## config.mk

```make
export PLATFORM = sky130hd
export DESIGN_NAME = sar_digitizer_channel
export DESIGN_NICKNAME = d
export VERILOG_FILES = /design/src/sar_digitizer_pkg.sv /design/src/sar_digitizer_channel.sv /design/src/sar_step_timer.sv /design/src/sar_approx_core.sv
export VERILOG_INCLUDE_DIRS = /design/src
export SDC_FILE = /design/constraint.sdc
export NUM_CORES = 1
export LEC_CHECK = 0
export BUFFER_PORTS_ARGS = -buffer_cell sky130_fd_sc_hd__buf_2
export CAP_MARGIN = 20
export CORE_MARGIN = 1
export CORE_UTILIZATION = 53
export DETAILED_ROUTE_END_ITERATION = 7
export GPL_TIMING_DRIVEN = 0
export PLACE_DENSITY = 0.78
export SLEW_MARGIN = 40
export SYNTH_ARGS = -nofsm -noshare
export SYNTH_HDL_FRONTEND = slang
export SYNTH_SLANG_ARGS = --single-unit
export TNS_END_PERCENT = 1
```

## constraint.sdc

```tcl
create_clock -name clock -period 1.35 [get_ports clock]
set_input_delay 0.0675 -clock clock [delete_from_list [all_inputs] [get_ports clock]]
set_output_delay 0.0675 -clock clock [all_outputs]
set_load 0.1 [all_outputs]
```

## src/sar_digitizer_regs.svh

```systemverilog
// timing counts and codes for the successive-approximation digitizer channel
// assumes a 125 MHz system clock (8 ns period)
`ifndef SAR_DIGITIZER_REGS_SVH
`define SAR_DIGITIZER_REGS_SVH

`define CLOCK_PERIOD_NS 8
// conversion times in nanoseconds, as documented per variant
`define CONV_TIME_FAST_10_NS 2500
`define CONV_TIME_FAST_12_NS 4000
`define CONV_TIME_SLOW_12_NS 6000
// thirteen conversion-clock periods fit in the conversion time (rounded down)
`define SAR_CLOCKS 13
`define STEP_CYCLES_FAST_10 ((`CONV_TIME_FAST_10_NS / `CLOCK_PERIOD_NS) / `SAR_CLOCKS)
`define STEP_CYCLES_FAST_12 ((`CONV_TIME_FAST_12_NS / `CLOCK_PERIOD_NS) / `SAR_CLOCKS)
`define STEP_CYCLES_SLOW_12 ((`CONV_TIME_SLOW_12_NS / `CLOCK_PERIOD_NS) / `SAR_CLOCKS)
`define STEP_CNT_WIDTH 6
// start-of-conversion pattern of the approximation register: the zero-volt midpoint
`define SAR_MIDSCALE 12'h800
`define SAR_RESET_VALUE 12'h000
`define RANGE_RESET_VALUE 3'h0

`endif

```

## src/sar_digitizer_pkg.sv

```systemverilog
// types shared by the digitizer channel modules
// assumes nothing beyond the header of constants
package sar_digitizer_pkg;

    typedef enum logic [2:0] {
        RANGE_8V0 = 3'b111,
        RANGE_4V0 = 3'b110,
        RANGE_2V0 = 3'b101,
        RANGE_1V0 = 3'b100,
        RANGE_0V5 = 3'b001,
        RANGE_0V25 = 3'b010,
        RANGE_0V125 = 3'b011
    } input_range_type;

    typedef enum logic [1:0] {
        VARIANT_FAST_10 = 2'b00,
        VARIANT_FAST_12 = 2'b01,
        VARIANT_SLOW_12 = 2'b10
    } variant_type;

    typedef enum logic [1:0] {
        ST_TRACK = 2'b00,
        ST_HOLD = 2'b01,
        ST_CONVERT = 2'b10,
        ST_DONE = 2'b11
    } conv_state_type;

    // a three-state bus word: value plus per-bit drive enable
    typedef struct packed {
        logic [15:0] value;
        logic [15:0] drive;
    } bus_word_type;

    typedef struct packed {
        logic [2:0] value;
        logic [2:0] drive;
    } range_bus_type;

endpackage : sar_digitizer_pkg

```

## src/sar_digitizer_channel.sv

```systemverilog
// one digitizer channel: track/hold command, SAR conversion, three-state output word
// assumes hold and start_n come from the control board synchronous to clock,
// and that the comparator decision is a synchronous input from the analog front end
//
// Functional notes
// - low three bits carry the range code
// - range bits driven only while enabled
// - track when hold low, capture on rise
// - start falling begins conversion clock
// - 200 kHz variants: 2.5 or 4 us
// - 100 kHz variant: about 6 us
// - completion signalled, its edge loads result
// - output register holds word, three-state
// - start loads midscale on first clock
// - result coded in offset binary
// - twelve steps, MSB toward LSB
// - comparator one means input above DAC
// - test bit one, then decide, next
// - after clock thirteen, store and signal
// - drive data only while enable active
// - one instance serves exactly one channel
// - per-clock pattern through clock thirteen
`timescale 1ns/1ps
`default_nettype none
`include "sar_digitizer_regs.svh"

module sar_digitizer_channel
    import sar_digitizer_pkg::*;
#(
    parameter variant_type VARIANT = VARIANT_SLOW_12
)
(
    input wire logic clock,
    input wire logic rstn,
    input wire logic hold,
    input wire logic start_n,
    input wire logic cmp_above,
    input wire input_range_type channel_a_range_bits,
    input wire logic channel_output_enable,
    output logic track_hold_closed,
    output logic [11:0] dac_trial,
    output logic done_n,
    output logic [15:0] data_out,
    output logic [15:0] data_oe,
    output logic [2:0] range_out,
    output logic [2:0] range_oe,
    output logic [1:0] conv_state
);

    function automatic logic [`STEP_CNT_WIDTH-1:0] step_for(input variant_type v);
        unique case (v)
            VARIANT_FAST_10: step_for = `STEP_CNT_WIDTH'(`STEP_CYCLES_FAST_10);
            VARIANT_FAST_12: step_for = `STEP_CNT_WIDTH'(`STEP_CYCLES_FAST_12);
            VARIANT_SLOW_12: step_for = `STEP_CNT_WIDTH'(`STEP_CYCLES_SLOW_12);
            default: step_for = `STEP_CNT_WIDTH'(`STEP_CYCLES_SLOW_12);
        endcase
    endfunction : step_for

    // a 10-bit build keeps only the top ten decided bits
    function automatic logic [11:0] width_mask(input variant_type v);
        width_mask = (v == VARIANT_FAST_10) ? 12'hffc : 12'hfff;
    endfunction : width_mask

    conv_state_type state_q;
    conv_state_type state_d;
    logic hold_q;
    logic start_n_q;
    logic start_fall;
    logic load_mid;
    logic tick;
    logic finished;
    logic [11:0] trial;
    logic [11:0] result_q;
    logic [2:0] range_q;
    bus_word_type data_bus;
    range_bus_type range_bus;

    always_ff @(posedge clock or negedge rstn) begin
        if (!rstn) begin
            hold_q <= 1'b0;
            start_n_q <= 1'b1;
        end else begin
            hold_q <= hold;
            start_n_q <= start_n;
        end
    end

    assign start_fall = start_n_q && !start_n;
    assign load_mid = start_fall && state_q == ST_HOLD;

    always_comb begin
        state_d = state_q;
        unique case (state_q)
            ST_TRACK: begin
                if (hold && !hold_q) begin
                    state_d = ST_HOLD;
                end
            end
            ST_HOLD: begin
                if (load_mid) begin
                    state_d = ST_CONVERT;
                end else if (!hold) begin
                    state_d = ST_TRACK;
                end
            end
            ST_CONVERT: begin
                if (finished) begin
                    state_d = ST_DONE;
                end
            end
            ST_DONE: begin
                if (!hold) begin
                    state_d = ST_TRACK;
                end
            end
        endcase
    end

    always_ff @(posedge clock or negedge rstn) begin
        if (!rstn) begin
            state_q <= ST_TRACK;
        end else begin
            state_q <= state_d;
        end
    end

    always_ff @(posedge clock or negedge rstn) begin
        if (!rstn) begin
            track_hold_closed <= 1'b1;
        end else begin
            track_hold_closed <= (state_d == ST_TRACK);
        end
    end

    sar_step_timer u_timer (
        .clock(clock),
        .rstn(rstn),
        .run(state_q == ST_CONVERT),
        .step_cycles(step_for(VARIANT)),
        .tick(tick)
    );

    sar_approx_core u_core (
        .clock(clock),
        .rstn(rstn),
        .load_mid(load_mid),
        .tick(tick),
        .cmp_above(cmp_above),
        .trial(trial),
        .finished(finished)
    );

    always_ff @(posedge clock or negedge rstn) begin
        if (!rstn) begin
            dac_trial <= `SAR_RESET_VALUE;
        end else begin
            dac_trial <= trial;
        end
    end

    always_ff @(posedge clock or negedge rstn) begin
        if (!rstn) begin
            done_n <= 1'b1;
        end else begin
            done_n <= !(state_d == ST_DONE);
        end
    end

    always_ff @(posedge clock or negedge rstn) begin
        if (!rstn) begin
            result_q <= `SAR_RESET_VALUE;
            range_q <= `RANGE_RESET_VALUE;
        end else if (finished) begin
            result_q <= trial & width_mask(VARIANT);
            range_q <= channel_a_range_bits;
        end
    end

    always_comb begin
        data_bus.value = {result_q, 4'h0};
        data_bus.value[2:0] = range_q;
        data_bus.drive = {16{channel_output_enable}};
        range_bus.value = range_q;
        range_bus.drive = {3{channel_output_enable}};
    end

    always_ff @(posedge clock or negedge rstn) begin
        if (!rstn) begin
            data_out <= 16'h0000;
            data_oe <= 16'h0000;
            range_out <= 3'h0;
            range_oe <= 3'h0;
        end else begin
            data_out <= data_bus.value;
            data_oe <= data_bus.drive;
            range_out <= range_bus.value;
            range_oe <= range_bus.drive;
        end
    end

    always_ff @(posedge clock or negedge rstn) begin
        if (!rstn) begin
            conv_state <= 2'b00;
        end else begin
            conv_state <= state_d;
        end
    end

endmodule : sar_digitizer_channel
`default_nettype wire

```

## src/sar_step_timer.sv

```systemverilog
// conversion-clock generator: a tick every step_cycles clocks while running
// assumes run is a level held for the whole conversion
`timescale 1ns/1ps
`default_nettype none
`include "sar_digitizer_regs.svh"

module sar_step_timer
    import sar_digitizer_pkg::*;
(
    input wire logic clock,
    input wire logic rstn,
    input wire logic run,
    input wire logic [`STEP_CNT_WIDTH-1:0] step_cycles,
    output logic tick
);

    logic [`STEP_CNT_WIDTH-1:0] count_q;

    // restarting at zero on every start keeps the first step a full period
    always_ff @(posedge clock or negedge rstn) begin
        if (!rstn) begin
            count_q <= '0;
            tick <= 1'b0;
        end else if (!run) begin
            count_q <= '0;
            tick <= 1'b0;
        end else if (count_q == step_cycles - `STEP_CNT_WIDTH'(1)) begin
            count_q <= '0;
            tick <= 1'b1;
        end else begin
            count_q <= count_q + `STEP_CNT_WIDTH'(1);
            tick <= 1'b0;
        end
    end

endmodule : sar_step_timer
`default_nettype wire

```

## src/sar_approx_core.sv

```systemverilog
// twelve-bit successive-approximation register, MSB first
// assumes tick marks conversion-clock edges and cmp_above is settled at each
`timescale 1ns/1ps
`default_nettype none
`include "sar_digitizer_regs.svh"

module sar_approx_core
    import sar_digitizer_pkg::*;
(
    input wire logic clock,
    input wire logic rstn,
    input wire logic load_mid,
    input wire logic tick,
    input wire logic cmp_above,
    output logic [11:0] trial,
    output logic finished
);

    // one-hot pointer of the bit under test; zero once all twelve are decided
    logic [11:0] test_bit_q;

    always_ff @(posedge clock or negedge rstn) begin
        if (!rstn) begin
            trial <= `SAR_RESET_VALUE;
            test_bit_q <= '0;
            finished <= 1'b0;
        end else if (load_mid) begin
            trial <= `SAR_MIDSCALE;
            test_bit_q <= `SAR_MIDSCALE;
            finished <= 1'b0;
        end else if (tick && test_bit_q != '0) begin
            // decided bit keeps the comparator level, next lower bit goes to one
            trial <= (cmp_above ? trial : (trial & ~test_bit_q)) | (test_bit_q >> 1);
            test_bit_q <= test_bit_q >> 1;
            finished <= (test_bit_q == 12'h001);
        end else begin
            finished <= 1'b0;
        end
    end

endmodule : sar_approx_core
`default_nettype wire

```

==> results of run 1 <==
-- power by group through the flow --
| stage | sequential (mW) | combinational (mW) | clock (mW) |
|---|---|---|---|
| 6_report | 3.43 | 2.97 | 1.59 |
| 5_1_grt | 3.52 | 3.13 | 1.71 |
| 4_1_cts | 3.42 | 2.90 | 1.61 |
| 3_5_place_dp | 3.46 | 2.83 | 0 |
| 3_3_place_gp | 3.45 | 2.78 | 0 |
| 2_1_floorplan | 4.93 | 0.854 | 0 |
-- cell usage after synthesis (all sizes together), types with 3 or more instances --
cell type	number	area share, %
inv	16	2.0
nor4	3	1.5
dfstp	3	2.6
a21oi	24	4.0
nor2	5	0.62
nand2b	4	0.83
buf	27	6.5
mux2	15	5.6
nand2	25	3.1
dfrtp	78	65
clkbuf	3	0.37
o21ai	15	2.5
-- worst min-delay path, delay by kind of cell --
| kind | cells | cell delay, ps |
|---|---|---|
| AND/OR/NAND/NOR | 2 | 190 |
| buffers and inverters | 1 | 80 |
| AO/OA/AOI/OAI | 1 | 80 |
-- final timing paths --
kind	start	endpoint	slack, ps
min	cmp_above	u_core.trial[11]	110
max reg2reg	u_core.finished	range_q[2]	70
min reg2reg	result_q[3]	data_out[7]	370
max in group asynchronous	rstn	track_hold_closed	620
min in group asynchronous	rstn	range_out[0]	140
max	range_oe[0]	data_oe[10]	7
-- area by class of cell --
class | count | area, um^2 | area share (%)
sequential | 81 | 2030 | 51.1
timing repair buffer | 69 | 682 | 17.1
tap | 72 | 90.1 | 2.26
multi-input combinational | 111 | 722 | 18.1
inverter | 16 | 60.1 | 1.51
clock buffer | 10 | 138 | 3.46
clock inverter | 6 | 42.5 | 1.07
buffer | 29 | 213 | 5.34
-- layer usage --
metal  GRT usage [%]  share of wire, %  vias up  wire length, um
met5               0                 0        -                0
met4            8.11               1.7        0               91
met3            6.82               4.6        9              249
met2            30.9                51       54             2770
met1            21.8                43      933             2300
li1                -                 -      915                -
-- metrics by stage --
step                      worst slack (ps)  TNS (ps)  area [um^2]
after detailed placement             0.686         0         3450
after global routing                 -49.2      -546         3980
after CTS                            0.123         0         3820
final                                 6.64         0         3980
after floorplan                       -103     -1970         3020
after global placement                -451    -24490         3420
-- flip-flops by register name, summed over array words and instances, names as in the netlist, 2 cells and up --
name	flops
result_q	12
range_out	2
u_core.test_bit_q	12
u_core.trial	12
u_timer.count_q	6
conv_state	2
range_q	3
data_out	13
dac_trial	12
-- logic make-up (layout without fill, tap and decap cells) --
kind of cell	after synthesis	after routing	synth area share, %
multiplexers	15	15	5.60
AO/OA/AOI/OAI	43	43	7.42
XOR/XNOR	3	3	0.871
other	1	1	0.124
AND/OR/NAND/NOR	47	47	8.96
buffers and inverters	46	130	8.88
flip-flops	81	81	67.3
adder cells (fa/ha/maj)	2	2	0.829
-- placed cells by master (no fill, tap or decap), types with 2 or more instances in the layout --
master and count:
clkinvlp_4 2, ha_1 2, clkbuf_4 2, inv_1 16
dlygate4sd3_1 7, dfrtp_2 3, buf_6 2, a21o_1 2
nand3_1 2, dfstp_2 3, buf_2 40, dfrtp_1 75
buf_4 26, nand2b_1 4, nand2_1 25, o21ai_0 14
a21oi_1 24, mux2_2 15, clkinv_2 2, buf_12 17
nor3b_1 2, nor4_2 2, nor2_1 5, clkbuf_8 10
xor2_1 2
-- repair_timing --
| item | CTS | global route |
|---|---|---|
| pin swaps | 0 | 0 |
| endpoints found under the hold margin | 86 | 0 |
| setup endpoints to repair | 29 | 42 |
| hold buffers | 7 | 0 |
| gates resized for setup | 40 | 40 |
| buffers inserted | 0 | 0 |
==> metrics.txt, run 1 <==
# TYPE chip_impl_metric gauge
chip_impl_info{name="status",value="finished clean"} 1
chip_impl_metric{name="cp_num_cells",unit=""} 2
chip_impl_metric{name="syn_inst",unit=""} 238
chip_impl_metric{name="placement.io_buffers",unit=""} 61
chip_impl_metric{name="initial_utilization",unit="%"} 54.8
chip_impl_metric{name="max_cap_violations",unit=""} 0
chip_impl_info{name="ctsRootBufferMaster",value="clkbuf_8"} 1
chip_impl_metric{name="postSynth.asyncResetShare",unit="%"} 100
chip_impl_metric{name="wire_length_of_the_first_global_routing_pass",unit="um"} 8450
chip_impl_metric{name="antenna_violations_before_repair",unit=""} 0
chip_impl_info{name="crit_path_kind",value="flip-flop to output pin"} 1
chip_impl_info{name="cts_tree",value="yes"} 1
chip_impl_metric{name="post-dp-hpwl",unit="um"} 3020
chip_impl_metric{name="diodes",unit=""} 0
chip_impl_metric{name="critical_path_required_time",unit="ps"} 1280
chip_impl_metric{name="fmax",unit="MHz"} 744
chip_impl_metric{name="grt_max_degree",unit=""} 59
chip_impl_metric{name="detail_route.wirelength",unit="um"} 5410
chip_impl_metric{name="ioPinCount",unit=""} 63
chip_impl_metric{name="routed_via_density",unit=""} 4.85
chip_impl_metric{name="fill_cells",unit=""} 372
chip_impl_metric{name="cp.buffers_inverters",unit=""} 2
chip_impl_metric{name="clock_sinks",unit=""} 81
chip_impl_metric{name="worstSkewPairLatency",unit="ps"} 340
chip_impl_metric{name="dr.pass1.iters",unit=""} 4
chip_impl_metric{name="synthesis.area",unit="um^2"} 3020
chip_impl_metric{name="clock_tree.htree_level_count",unit=""} 3
chip_impl_metric{name="switchingPower",unit="mW"} 3.60
chip_impl_metric{name="worst_clock_skew",unit="ps"} 8.46
chip_impl_metric{name="synth-edff-count",unit=""} 0
chip_impl_metric{name="power.share.switching",unit="%"} 45.1
chip_impl_metric{name="drt-wirelength-per-cell",unit="um"} 13.7
chip_impl_metric{name="seq_area_frac_synth",unit="%"} 67.3
chip_impl_info{name="crit_slowest_cell",value="dfrtp_2"} 1
chip_impl_metric{name="place.gp.congestion",unit=""} 0.791
chip_impl_metric{name="final_hold_viol_count",unit=""} 0
chip_impl_metric{name="drt_drc_violations_left",unit=""} 0
chip_impl_metric{name="yosys_warnings",unit=""} 0
chip_impl_info{name="setup_repair_after_global_routing_missed_its_margin",value="yes"} 1
chip_impl_metric{name="place.detailed.instances",unit=""} 372
chip_impl_metric{name="grt-ovfl-total",unit=""} 0
chip_impl_metric{name="core",unit="um^2"} 5510
chip_impl_metric{name="syn_area_per_cell",unit="um^2"} 12.7
chip_impl_metric{name="share_clk_of_total_power",unit="%"} 19.9
chip_impl_metric{name="number_of_global_route_vias_before_repair",unit=""} 1849
chip_impl_info{name="crit_path_end_kind",value="output pin"} 1
chip_impl_info{name="critical_path.top_delay_family",value="flip-flops"} 1
chip_impl_metric{name="final_setup_violations",unit=""} 0
chip_impl_metric{name="fin_crit",unit="ps"} 1340
chip_impl_metric{name="clock_buffers_created_by_tritoncts",unit=""} 9
chip_impl_metric{name="final_max_slew_viol_count",unit=""} 0
chip_impl_metric{name="cts_max_path_buffers",unit=""} 2
chip_impl_info{name="yosys_most_used_dff",value="dfrtp_1"} 1
chip_impl_metric{name="nets",unit=""} 328
chip_impl_metric{name="power_per_cell_area",unit="nW/um^2"} 2000
chip_impl_metric{name="floorplan.die_area",unit="um^2"} 6000
chip_impl_info{name="critPathLaunchType",value="flip-flop"} 1
chip_impl_metric{name="rr_worst_depth",unit=""} 3
chip_impl_info{name="crit_chain",value="buf_4, buf_8"} 1
chip_impl_metric{name="drt_iter0_markers",unit=""} 108
chip_impl_metric{name="final_cell_count_no_fill",unit=""} 394
chip_impl_metric{name="drtAntennaViolNets",unit=""} 0
chip_impl_metric{name="power.internal",unit="mW"} 4.38
chip_impl_metric{name="hold_path_depth",unit=""} 4
chip_impl_metric{name="layout-drive-gt1-share",unit="%"} 41.0
chip_impl_metric{name="pwr-share-comb",unit="%"} 37.2
chip_impl_metric{name="fp.dieH",unit="um"} 77.4
chip_impl_metric{name="finish.utilization",unit="%"} 72.3
chip_impl_metric{name="total_power",unit="mW"} 7.98
chip_impl_metric{name="critical-path-max-stage-delay",unit="ps"} 560
chip_impl_metric{name="p_seq_share",unit="%"} 43.0
chip_impl_metric{name="num_vias",unit=""} 1911
chip_impl_metric{name="cp_data_arrival_time",unit="ps"} 1280
chip_impl_metric{name="timing.final.crit_share",unit="%"} 99.5
chip_impl_metric{name="core.rowCount",unit=""} 27
chip_impl_metric{name="syn-num-nets",unit=""} 249
chip_impl_metric{name="ys_seq_elements",unit=""} 81
chip_impl_metric{name="layout-area-overhead-vs-synth",unit="%"} 32.0
chip_impl_metric{name="gr-usage-all-layers",unit="%"} 18.7
chip_impl_metric{name="horiz_die_dim",unit="um"} 77.4
chip_impl_metric{name="clkTransAtPathRegs",unit="ps"} 80
chip_impl_metric{name="irDropWorstVdd",unit="uV"} 1190
chip_impl_metric{name="ys_types",unit=""} 31
chip_impl_metric{name="hold_slack",unit="ps"} 111
chip_impl_metric{name="critPathMaxFanout",unit=""} 19
chip_impl_info{name="hold_path_class",value="input port to flip-flop"} 1
chip_impl_metric{name="cellLeakagePower",unit="nW"} 2.03
No activity file was read; power rests on OpenSTA's default activity.
==> inputs of run 2 (changes only) <==
CTS_BUF_LIST = sky130_fd_sc_hd__clkbuf_16   (was unset)
GPL_TIMING_DRIVEN = unset   (was 0)
==> run 2 against run 1 <==
Critical path depth down 1. First-iteration DRC count up 20%. Maximum frequency up 0.50%. Via count down 4.6%. Non-clock buffer count down 22. Sequential power about the same. Final cell count down 5.6%. Register-to-register slack about the same. Routed wire length down 8.6%. Largest power group unchanged.
==> metrics.txt, run 2 (synthesis gave the netlist of run 1 again) <==
# TYPE chip_impl_metric gauge
chip_impl_metric{name="drt_drc_violations_left",unit=""} 0
chip_impl_info{name="largest_register",value="data_out"} 1
chip_impl_metric{name="critical-path-max-stage-delay",unit="ps"} 470
chip_impl_metric{name="placement.io_buffers",unit=""} 61
chip_impl_metric{name="core.rowCount",unit=""} 27
chip_impl_metric{name="worst_clock_skew",unit="ps"} 6.37
chip_impl_metric{name="fp.dieH",unit="um"} 77.4
chip_impl_metric{name="final_max_slew_viol_count",unit=""} 0
chip_impl_metric{name="gr-usage-all-layers",unit="%"} 19.0
chip_impl_metric{name="irDropWorstVdd",unit="uV"} 1450
chip_impl_metric{name="dpl_cell_area",unit="um^2"} 3280
chip_impl_metric{name="finish.utilization",unit="%"} 67.0
chip_impl_metric{name="final_hold_viol_count",unit=""} 0
chip_impl_info{name="status",value="finished clean"} 1
chip_impl_metric{name="fin_crit",unit="ps"} 1340
chip_impl_metric{name="cp_data_arrival_time",unit="ps"} 1270
chip_impl_metric{name="dr.pass1.iters",unit=""} 5
chip_impl_metric{name="post-route-worst-setup-slack",unit="ps"} 13.4
chip_impl_metric{name="diodes",unit=""} 0
chip_impl_info{name="grt.busiest_layer",value="met2"} 1
chip_impl_metric{name="cp.buffers_inverters",unit=""} 1
chip_impl_info{name="most_used_cells_in_the_layout_excluding_fill_and_tap_cells",value="dfrtp_1 (75), buf_2 (59), nand2_1 (25)"} 1
chip_impl_metric{name="power_per_cell_area",unit="nW/um^2"} 2410
chip_impl_metric{name="layout-area-overhead-vs-synth",unit="%"} 22.4
chip_impl_metric{name="final_setup_violations",unit=""} 0
chip_impl_metric{name="place.gp.congestion",unit=""} 0.740
chip_impl_metric{name="cts_max_path_buffers",unit=""} 2
chip_impl_metric{name="total_power",unit="mW"} 8.91
chip_impl_metric{name="nets",unit=""} 306
chip_impl_info{name="cts_tree",value="yes"} 1
chip_impl_metric{name="clock_tree.htree_level_count",unit=""} 3
chip_impl_metric{name="routed_via_density",unit=""} 4.90
chip_impl_metric{name="clock_buffers_created_by_tritoncts",unit=""} 9
chip_impl_metric{name="drt-wirelength-per-cell",unit="um"} 13.3
chip_impl_metric{name="place.detailed.instances",unit=""} 349
chip_impl_metric{name="final_cell_count_no_fill",unit=""} 372
chip_impl_metric{name="number_of_global_route_vias_before_repair",unit=""} 1822
chip_impl_metric{name="fill_cells",unit=""} 395
chip_impl_metric{name="detail_route.wirelength",unit="um"} 4940
chip_impl_metric{name="horiz_die_dim",unit="um"} 77.4
chip_impl_metric{name="ioPinCount",unit=""} 63
chip_impl_metric{name="critical_path_required_time",unit="ps"} 1280
chip_impl_metric{name="grt.met2_usage",unit="%"} 31.3
chip_impl_metric{name="layout-drive-gt1-share",unit="%"} 36.0
chip_impl_metric{name="post-dp-hpwl",unit="um"} 3150
chip_impl_metric{name="totalNegativeSetupSlack",unit="ps"} 0
chip_impl_metric{name="worstSkewPairLatency",unit="ps"} 330
chip_impl_metric{name="multi_input_comb_area",unit="um^2"} 718
chip_impl_metric{name="wire_length_of_the_first_global_routing_pass",unit="um"} 8470
chip_impl_metric{name="core",unit="um^2"} 5510
chip_impl_metric{name="antenna_violations_before_repair",unit=""} 0
chip_impl_metric{name="register_area",unit="um^2"} 2030
chip_impl_metric{name="critPathMaxFanout",unit=""} 19
chip_impl_metric{name="largest_register_ffs",unit=""} 13
chip_impl_info{name="crit_path_kind",value="flip-flop to output pin"} 1
chip_impl_metric{name="grt_max_degree",unit=""} 42
chip_impl_info{name="critical_path.top_delay_family",value="flip-flops"} 1
chip_impl_info{name="hold_path_class",value="input port to asynchronous set/reset pin"} 1
chip_impl_info{name="setup_repair_after_global_routing_missed_its_margin",value="yes"} 1
chip_impl_info{name="ctsRootBufferMaster",value="clkbuf_16"} 1
chip_impl_info{name="crit_path_end_kind",value="output pin"} 1
chip_impl_metric{name="clock_sinks",unit=""} 81
chip_impl_metric{name="drt_iter0_markers",unit=""} 130
chip_impl_metric{name="num_vias",unit=""} 1823
chip_impl_metric{name="max_cap_violations",unit=""} 0
chip_impl_metric{name="timing.final.crit_share",unit="%"} 99.0
chip_impl_info{name="crit_chain",value="buf_2"} 1
chip_impl_metric{name="cellLeakagePower",unit="nW"} 1.90
chip_impl_info{name="critPathLaunchType",value="flip-flop"} 1
chip_impl_metric{name="grt_use_met1",unit="%"} 22.6
chip_impl_metric{name="grt-ovfl-total",unit=""} 0
chip_impl_info{name="crit_slowest_cell",value="dfrtp_2"} 1
chip_impl_metric{name="hold_slack",unit="ps"} 181
chip_impl_metric{name="stdcell_area",unit="um^2"} 3690
chip_impl_metric{name="grt_use_met3",unit="%"} 4.00
chip_impl_metric{name="floorplan.die_area",unit="um^2"} 6000
chip_impl_metric{name="clkTransAtPathRegs",unit="ps"} 60
chip_impl_info{name="layout_commonest_cell",value="dfrtp_1"} 1
chip_impl_metric{name="initial_utilization",unit="%"} 54.8
chip_impl_metric{name="drtAntennaViolNets",unit=""} 0
chip_impl_metric{name="place_worst_setup_slack",unit="ps"} 101
chip_impl_metric{name="fmax",unit="MHz"} 748
## run 2: cell count changes in the layout (fill, tap and decap cells not counted), moves of 2 or more
| cell | change |
|---|---|
| buf_12 | -16 |
| clkbuf_8 | -10 |
| buf_2 | +19 |
| clkbuf_16 | +9 |
| bufinv_16 | +3 |
| buf_6 | -2 |
| buf_4 | -18 |
## run 2: layout make-up
cell class                 count  share of cell area [%]
tap                           72                    2.44
multi-input combinational    111                    19.5
clock buffer                   9                    6.10
inverter                      16                    1.63
sequential                    81                    55.1
clock inverter                 7                    2.98
timing repair buffer          76                    12.3
## run 2: metal layers
| layer | vias to the layer above | part of all wire, % | routed length [um] |
|---|---|---|---|
| met2 | 58 | 50 | 2490 |
| met3 | 11 | 4.5 | 221 |
| met1 | 882 | 43 | 2110 |
| met4 | 0 | 2.4 | 121 |
| li1 | 872 | - | - |
| met5 | - | 0 | 0 |
## run 2: timing repair
action	in CTS	in global routing
endpoints found under the hold margin	70	0
endpoints found under the setup margin	19	20
pin swaps	0	0
gates resized for setup	0	1
setup buffers	0	0
hold buffers	7	0
## run 2: worst paths after layout
path,start,to,slack [ps],cells past startpoint
setup / recovery,range_oe[0],data_oe[7],10,1
hold / removal,rstn,range_out[0],180,2
setup reg to reg,u_timer.count_q[0],u_timer.count_q[3],70,5
hold reg to reg,range_q[0],range_out[0],370,0
max in group asynchronous,rstn,start_n_q,590,3
min in group clock,range_q[0],range_out[0],370,0
## run 2: power breakdown
part           total (mW)  leakage, nW  internal [mW]  switching [mW]
sequential           3.43         1.07           3.01           0.419
combinational        2.81        0.664          0.520            2.29
clock                2.67        0.164           1.79           0.886
total                8.91         1.90           5.32            3.59
==> inputs of run 3 (changes only) <==
REMOVE_ABC_BUFFERS = 1   (was unset)
SLEW_MARGIN = unset   (was 40)
==> run 3 against run 2 <==
Count of clock-buffer cells in the layout unchanged. Largest power group unchanged. Core utilization up 5.0 points. Clock skew down 1.7 ps.
==> metrics.txt, run 3 (synthesis gave the netlist of run 1 again) <==
# TYPE chip_impl_metric gauge
chip_impl_metric{name="detail_route.wirelength",unit="um"} 4800
chip_impl_metric{name="irDropWorstVdd",unit="uV"} 1540
chip_impl_metric{name="max_cap_violations",unit=""} 0
chip_impl_info{name="ctsRootBufferMaster",value="clkbuf_16"} 1
chip_impl_metric{name="gr-usage-all-layers",unit="%"} 18.9
chip_impl_metric{name="post-dp-hpwl",unit="um"} 3260
chip_impl_metric{name="cp.buffers_inverters",unit=""} 1
chip_impl_metric{name="hold_slack",unit="ps"} 134
chip_impl_metric{name="total_power",unit="mW"} 8.64
chip_impl_metric{name="clock_sinks",unit=""} 81
chip_impl_metric{name="floorplan.die_area",unit="um^2"} 6000
chip_impl_metric{name="grt-ovfl-total",unit=""} 0
chip_impl_metric{name="critPathMaxFanout",unit=""} 1
chip_impl_metric{name="timing.final.crit_share",unit="%"} 97.1
chip_impl_metric{name="worstSkewPairLatency",unit="ps"} 330
chip_impl_metric{name="post-route-worst-setup-slack",unit="ps"} 39.8
chip_impl_metric{name="layout-drive-gt1-share",unit="%"} 35.1
chip_impl_info{name="layout_commonest_cell",value="dfrtp_1"} 1
chip_impl_metric{name="layout-area-overhead-vs-synth",unit="%"} 31.4
chip_impl_metric{name="clock_tree.htree_level_count",unit=""} 3
chip_impl_info{name="crit_chain",value="buf_2"} 1
chip_impl_metric{name="antenna_violations_before_repair",unit=""} 0
chip_impl_metric{name="drt_iter0_markers",unit=""} 116
chip_impl_metric{name="worst_clock_skew",unit="ps"} 4.63
chip_impl_metric{name="power_per_cell_area",unit="nW/um^2"} 2180
chip_impl_metric{name="critical-path-max-stage-delay",unit="ps"} 510
chip_impl_metric{name="final_max_slew_viol_count",unit=""} 0
chip_impl_info{name="setup_repair_after_global_routing_missed_its_margin",value="no"} 1
chip_impl_metric{name="cts_max_path_buffers",unit=""} 2
chip_impl_metric{name="placement.io_buffers",unit=""} 61
chip_impl_metric{name="clkTransAtPathRegs",unit="ps"} 60
chip_impl_metric{name="ioPinCount",unit=""} 63
chip_impl_metric{name="core.rowCount",unit=""} 27
chip_impl_metric{name="fin_crit",unit="ps"} 1310
chip_impl_metric{name="cts_post_setup_buffers_inserted",unit=""} 0
chip_impl_info{name="critical_path.top_delay_family",value="flip-flops"} 1
chip_impl_info{name="hold_path_class",value="input port to asynchronous set/reset pin"} 1
chip_impl_metric{name="cellLeakagePower",unit="nW"} 2.01
chip_impl_metric{name="clock_buffers_created_by_tritoncts",unit=""} 9
chip_impl_metric{name="routed_via_density",unit=""} 5.04
chip_impl_metric{name="initial_utilization",unit="%"} 54.8
chip_impl_metric{name="final_setup_violations",unit=""} 0
chip_impl_info{name="status",value="finished clean"} 1
chip_impl_metric{name="num_vias",unit=""} 1884
chip_impl_info{name="crit_slowest_cell",value="dfstp_2"} 1
chip_impl_metric{name="place.gp.congestion",unit=""} 0.816
chip_impl_metric{name="wire_length_of_the_first_global_routing_pass",unit="um"} 8420
chip_impl_metric{name="largest_register_ffs",unit=""} 13
chip_impl_metric{name="drt-wirelength-per-cell",unit="um"} 12.8
chip_impl_metric{name="drtAntennaViolNets",unit=""} 0
chip_impl_info{name="crit_path_end_kind",value="output pin"} 1
chip_impl_info{name="cts_tree",value="yes"} 1
chip_impl_metric{name="fmax",unit="MHz"} 763
chip_impl_info{name="critPathLaunch",value="done_n"} 1
chip_impl_metric{name="grt_max_degree",unit=""} 36
chip_impl_metric{name="final_hold_viol_count",unit=""} 0
chip_impl_metric{name="diodes",unit=""} 0
chip_impl_info{name="crit_path_kind",value="flip-flop to output pin"} 1
chip_impl_metric{name="critical_path_required_time",unit="ps"} 1280
chip_impl_metric{name="dr.pass1.iters",unit=""} 4
chip_impl_metric{name="cp_data_arrival_time",unit="ps"} 1240
chip_impl_info{name="largest_register",value="data_out"} 1
chip_impl_metric{name="core",unit="um^2"} 5510
chip_impl_info{name="timing.rr.start",value="start_n_q"} 1
chip_impl_info{name="most_used_cells_in_the_layout_excluding_fill_and_tap_cells",value="dfrtp_1 (78), buf_2 (39), nand2_1 (25)"} 1
chip_impl_metric{name="number_of_global_route_vias_before_repair",unit=""} 1858
chip_impl_metric{name="fp.dieH",unit="um"} 77.4
chip_impl_info{name="critPathLaunchType",value="flip-flop"} 1
chip_impl_metric{name="horiz_die_dim",unit="um"} 77.4
chip_impl_metric{name="drt_drc_violations_left",unit=""} 0
chip_impl_metric{name="nets",unit=""} 308
chip_impl_metric{name="place_worst_setup_slack",unit="ps"} 93.2
==> run 3: cell count changes in the layout (fill, tap and decap cells not counted) <==
cell and change:
clkinv_1 +1, buf_2 -20, clkinv_2 +1, clkinvlp_4 -1, buf_12 +21, o21ai_2 +1
dfrtp_2 -3, inv_1 +1, buf_4 +1, o21ai_1 -1, dfrtp_1 +3, bufinv_16 -2
==> run 3: area by class of cell <==
type	count	area, um^2
fill	362	1540
sequential	81	2030
inverter	16	60.1
multi-input combinational	111	722
clock inverter	7	55.1
tap	72	90.1
timing repair buffer	78	781
clock buffer	9	225
==> run 3: worst paths after layout <==
kind | endpoint | slack, ps | cells past startpoint
hold / removal | dac_trial[7] | 130 | 2
setup reg to reg | u_core.trial[4] | 100 | 3
hold reg to reg | data_out[13] | 370 | 0
min in group clock | data_out[13] | 370 | 0
max in group asynchronous | track_hold_closed | 670 | 3
setup / recovery | done_n | 40 | 1
==> run 3: through the flow <==
step                instance area, um^2  setup TNS (ps)  cells  util (%)
finish                             3960               0    374      72.0
global route                       3960               0    374      72.0
CTS                                3960               0    374      71.9
detailed placement                 3600               0    351      65.5
global placement                   3600               0    351      65.5
floorplan                          2810         -215760    208         -
==> run 3: per-layer routing <==
metal	share of wire, %	global-route usage, %
met5	0	0
met4	2.1	12.3
met3	6.7	6.59
met2	51	30.8
met1	40	21.1
==> run 3: worst register-to-register path: cells and delay by family (launching register included) <==
kind / cells / cell delay (ps)
AO/OA/AOI/OAI: 1 / 60
AND/OR/NAND/NOR: 1 / 350
flip-flops: 1 / 520
buffers and inverters: 1 / 200
==> run 3: power breakdown <==
group          internal, mW  switching (mW)
clock network          1.40           0.863
logic                 0.655            2.32
registers              3.01           0.395
total                  5.06            3.58
==> run 3: what timing repair did <==
action / CTS / global route
hold buffers: 7 / 0
resized for setup: 1 / 2
hold endpoints to repair: 85 / 0
pin swaps: 0 / 0
endpoints found under the setup margin: 1 / 5
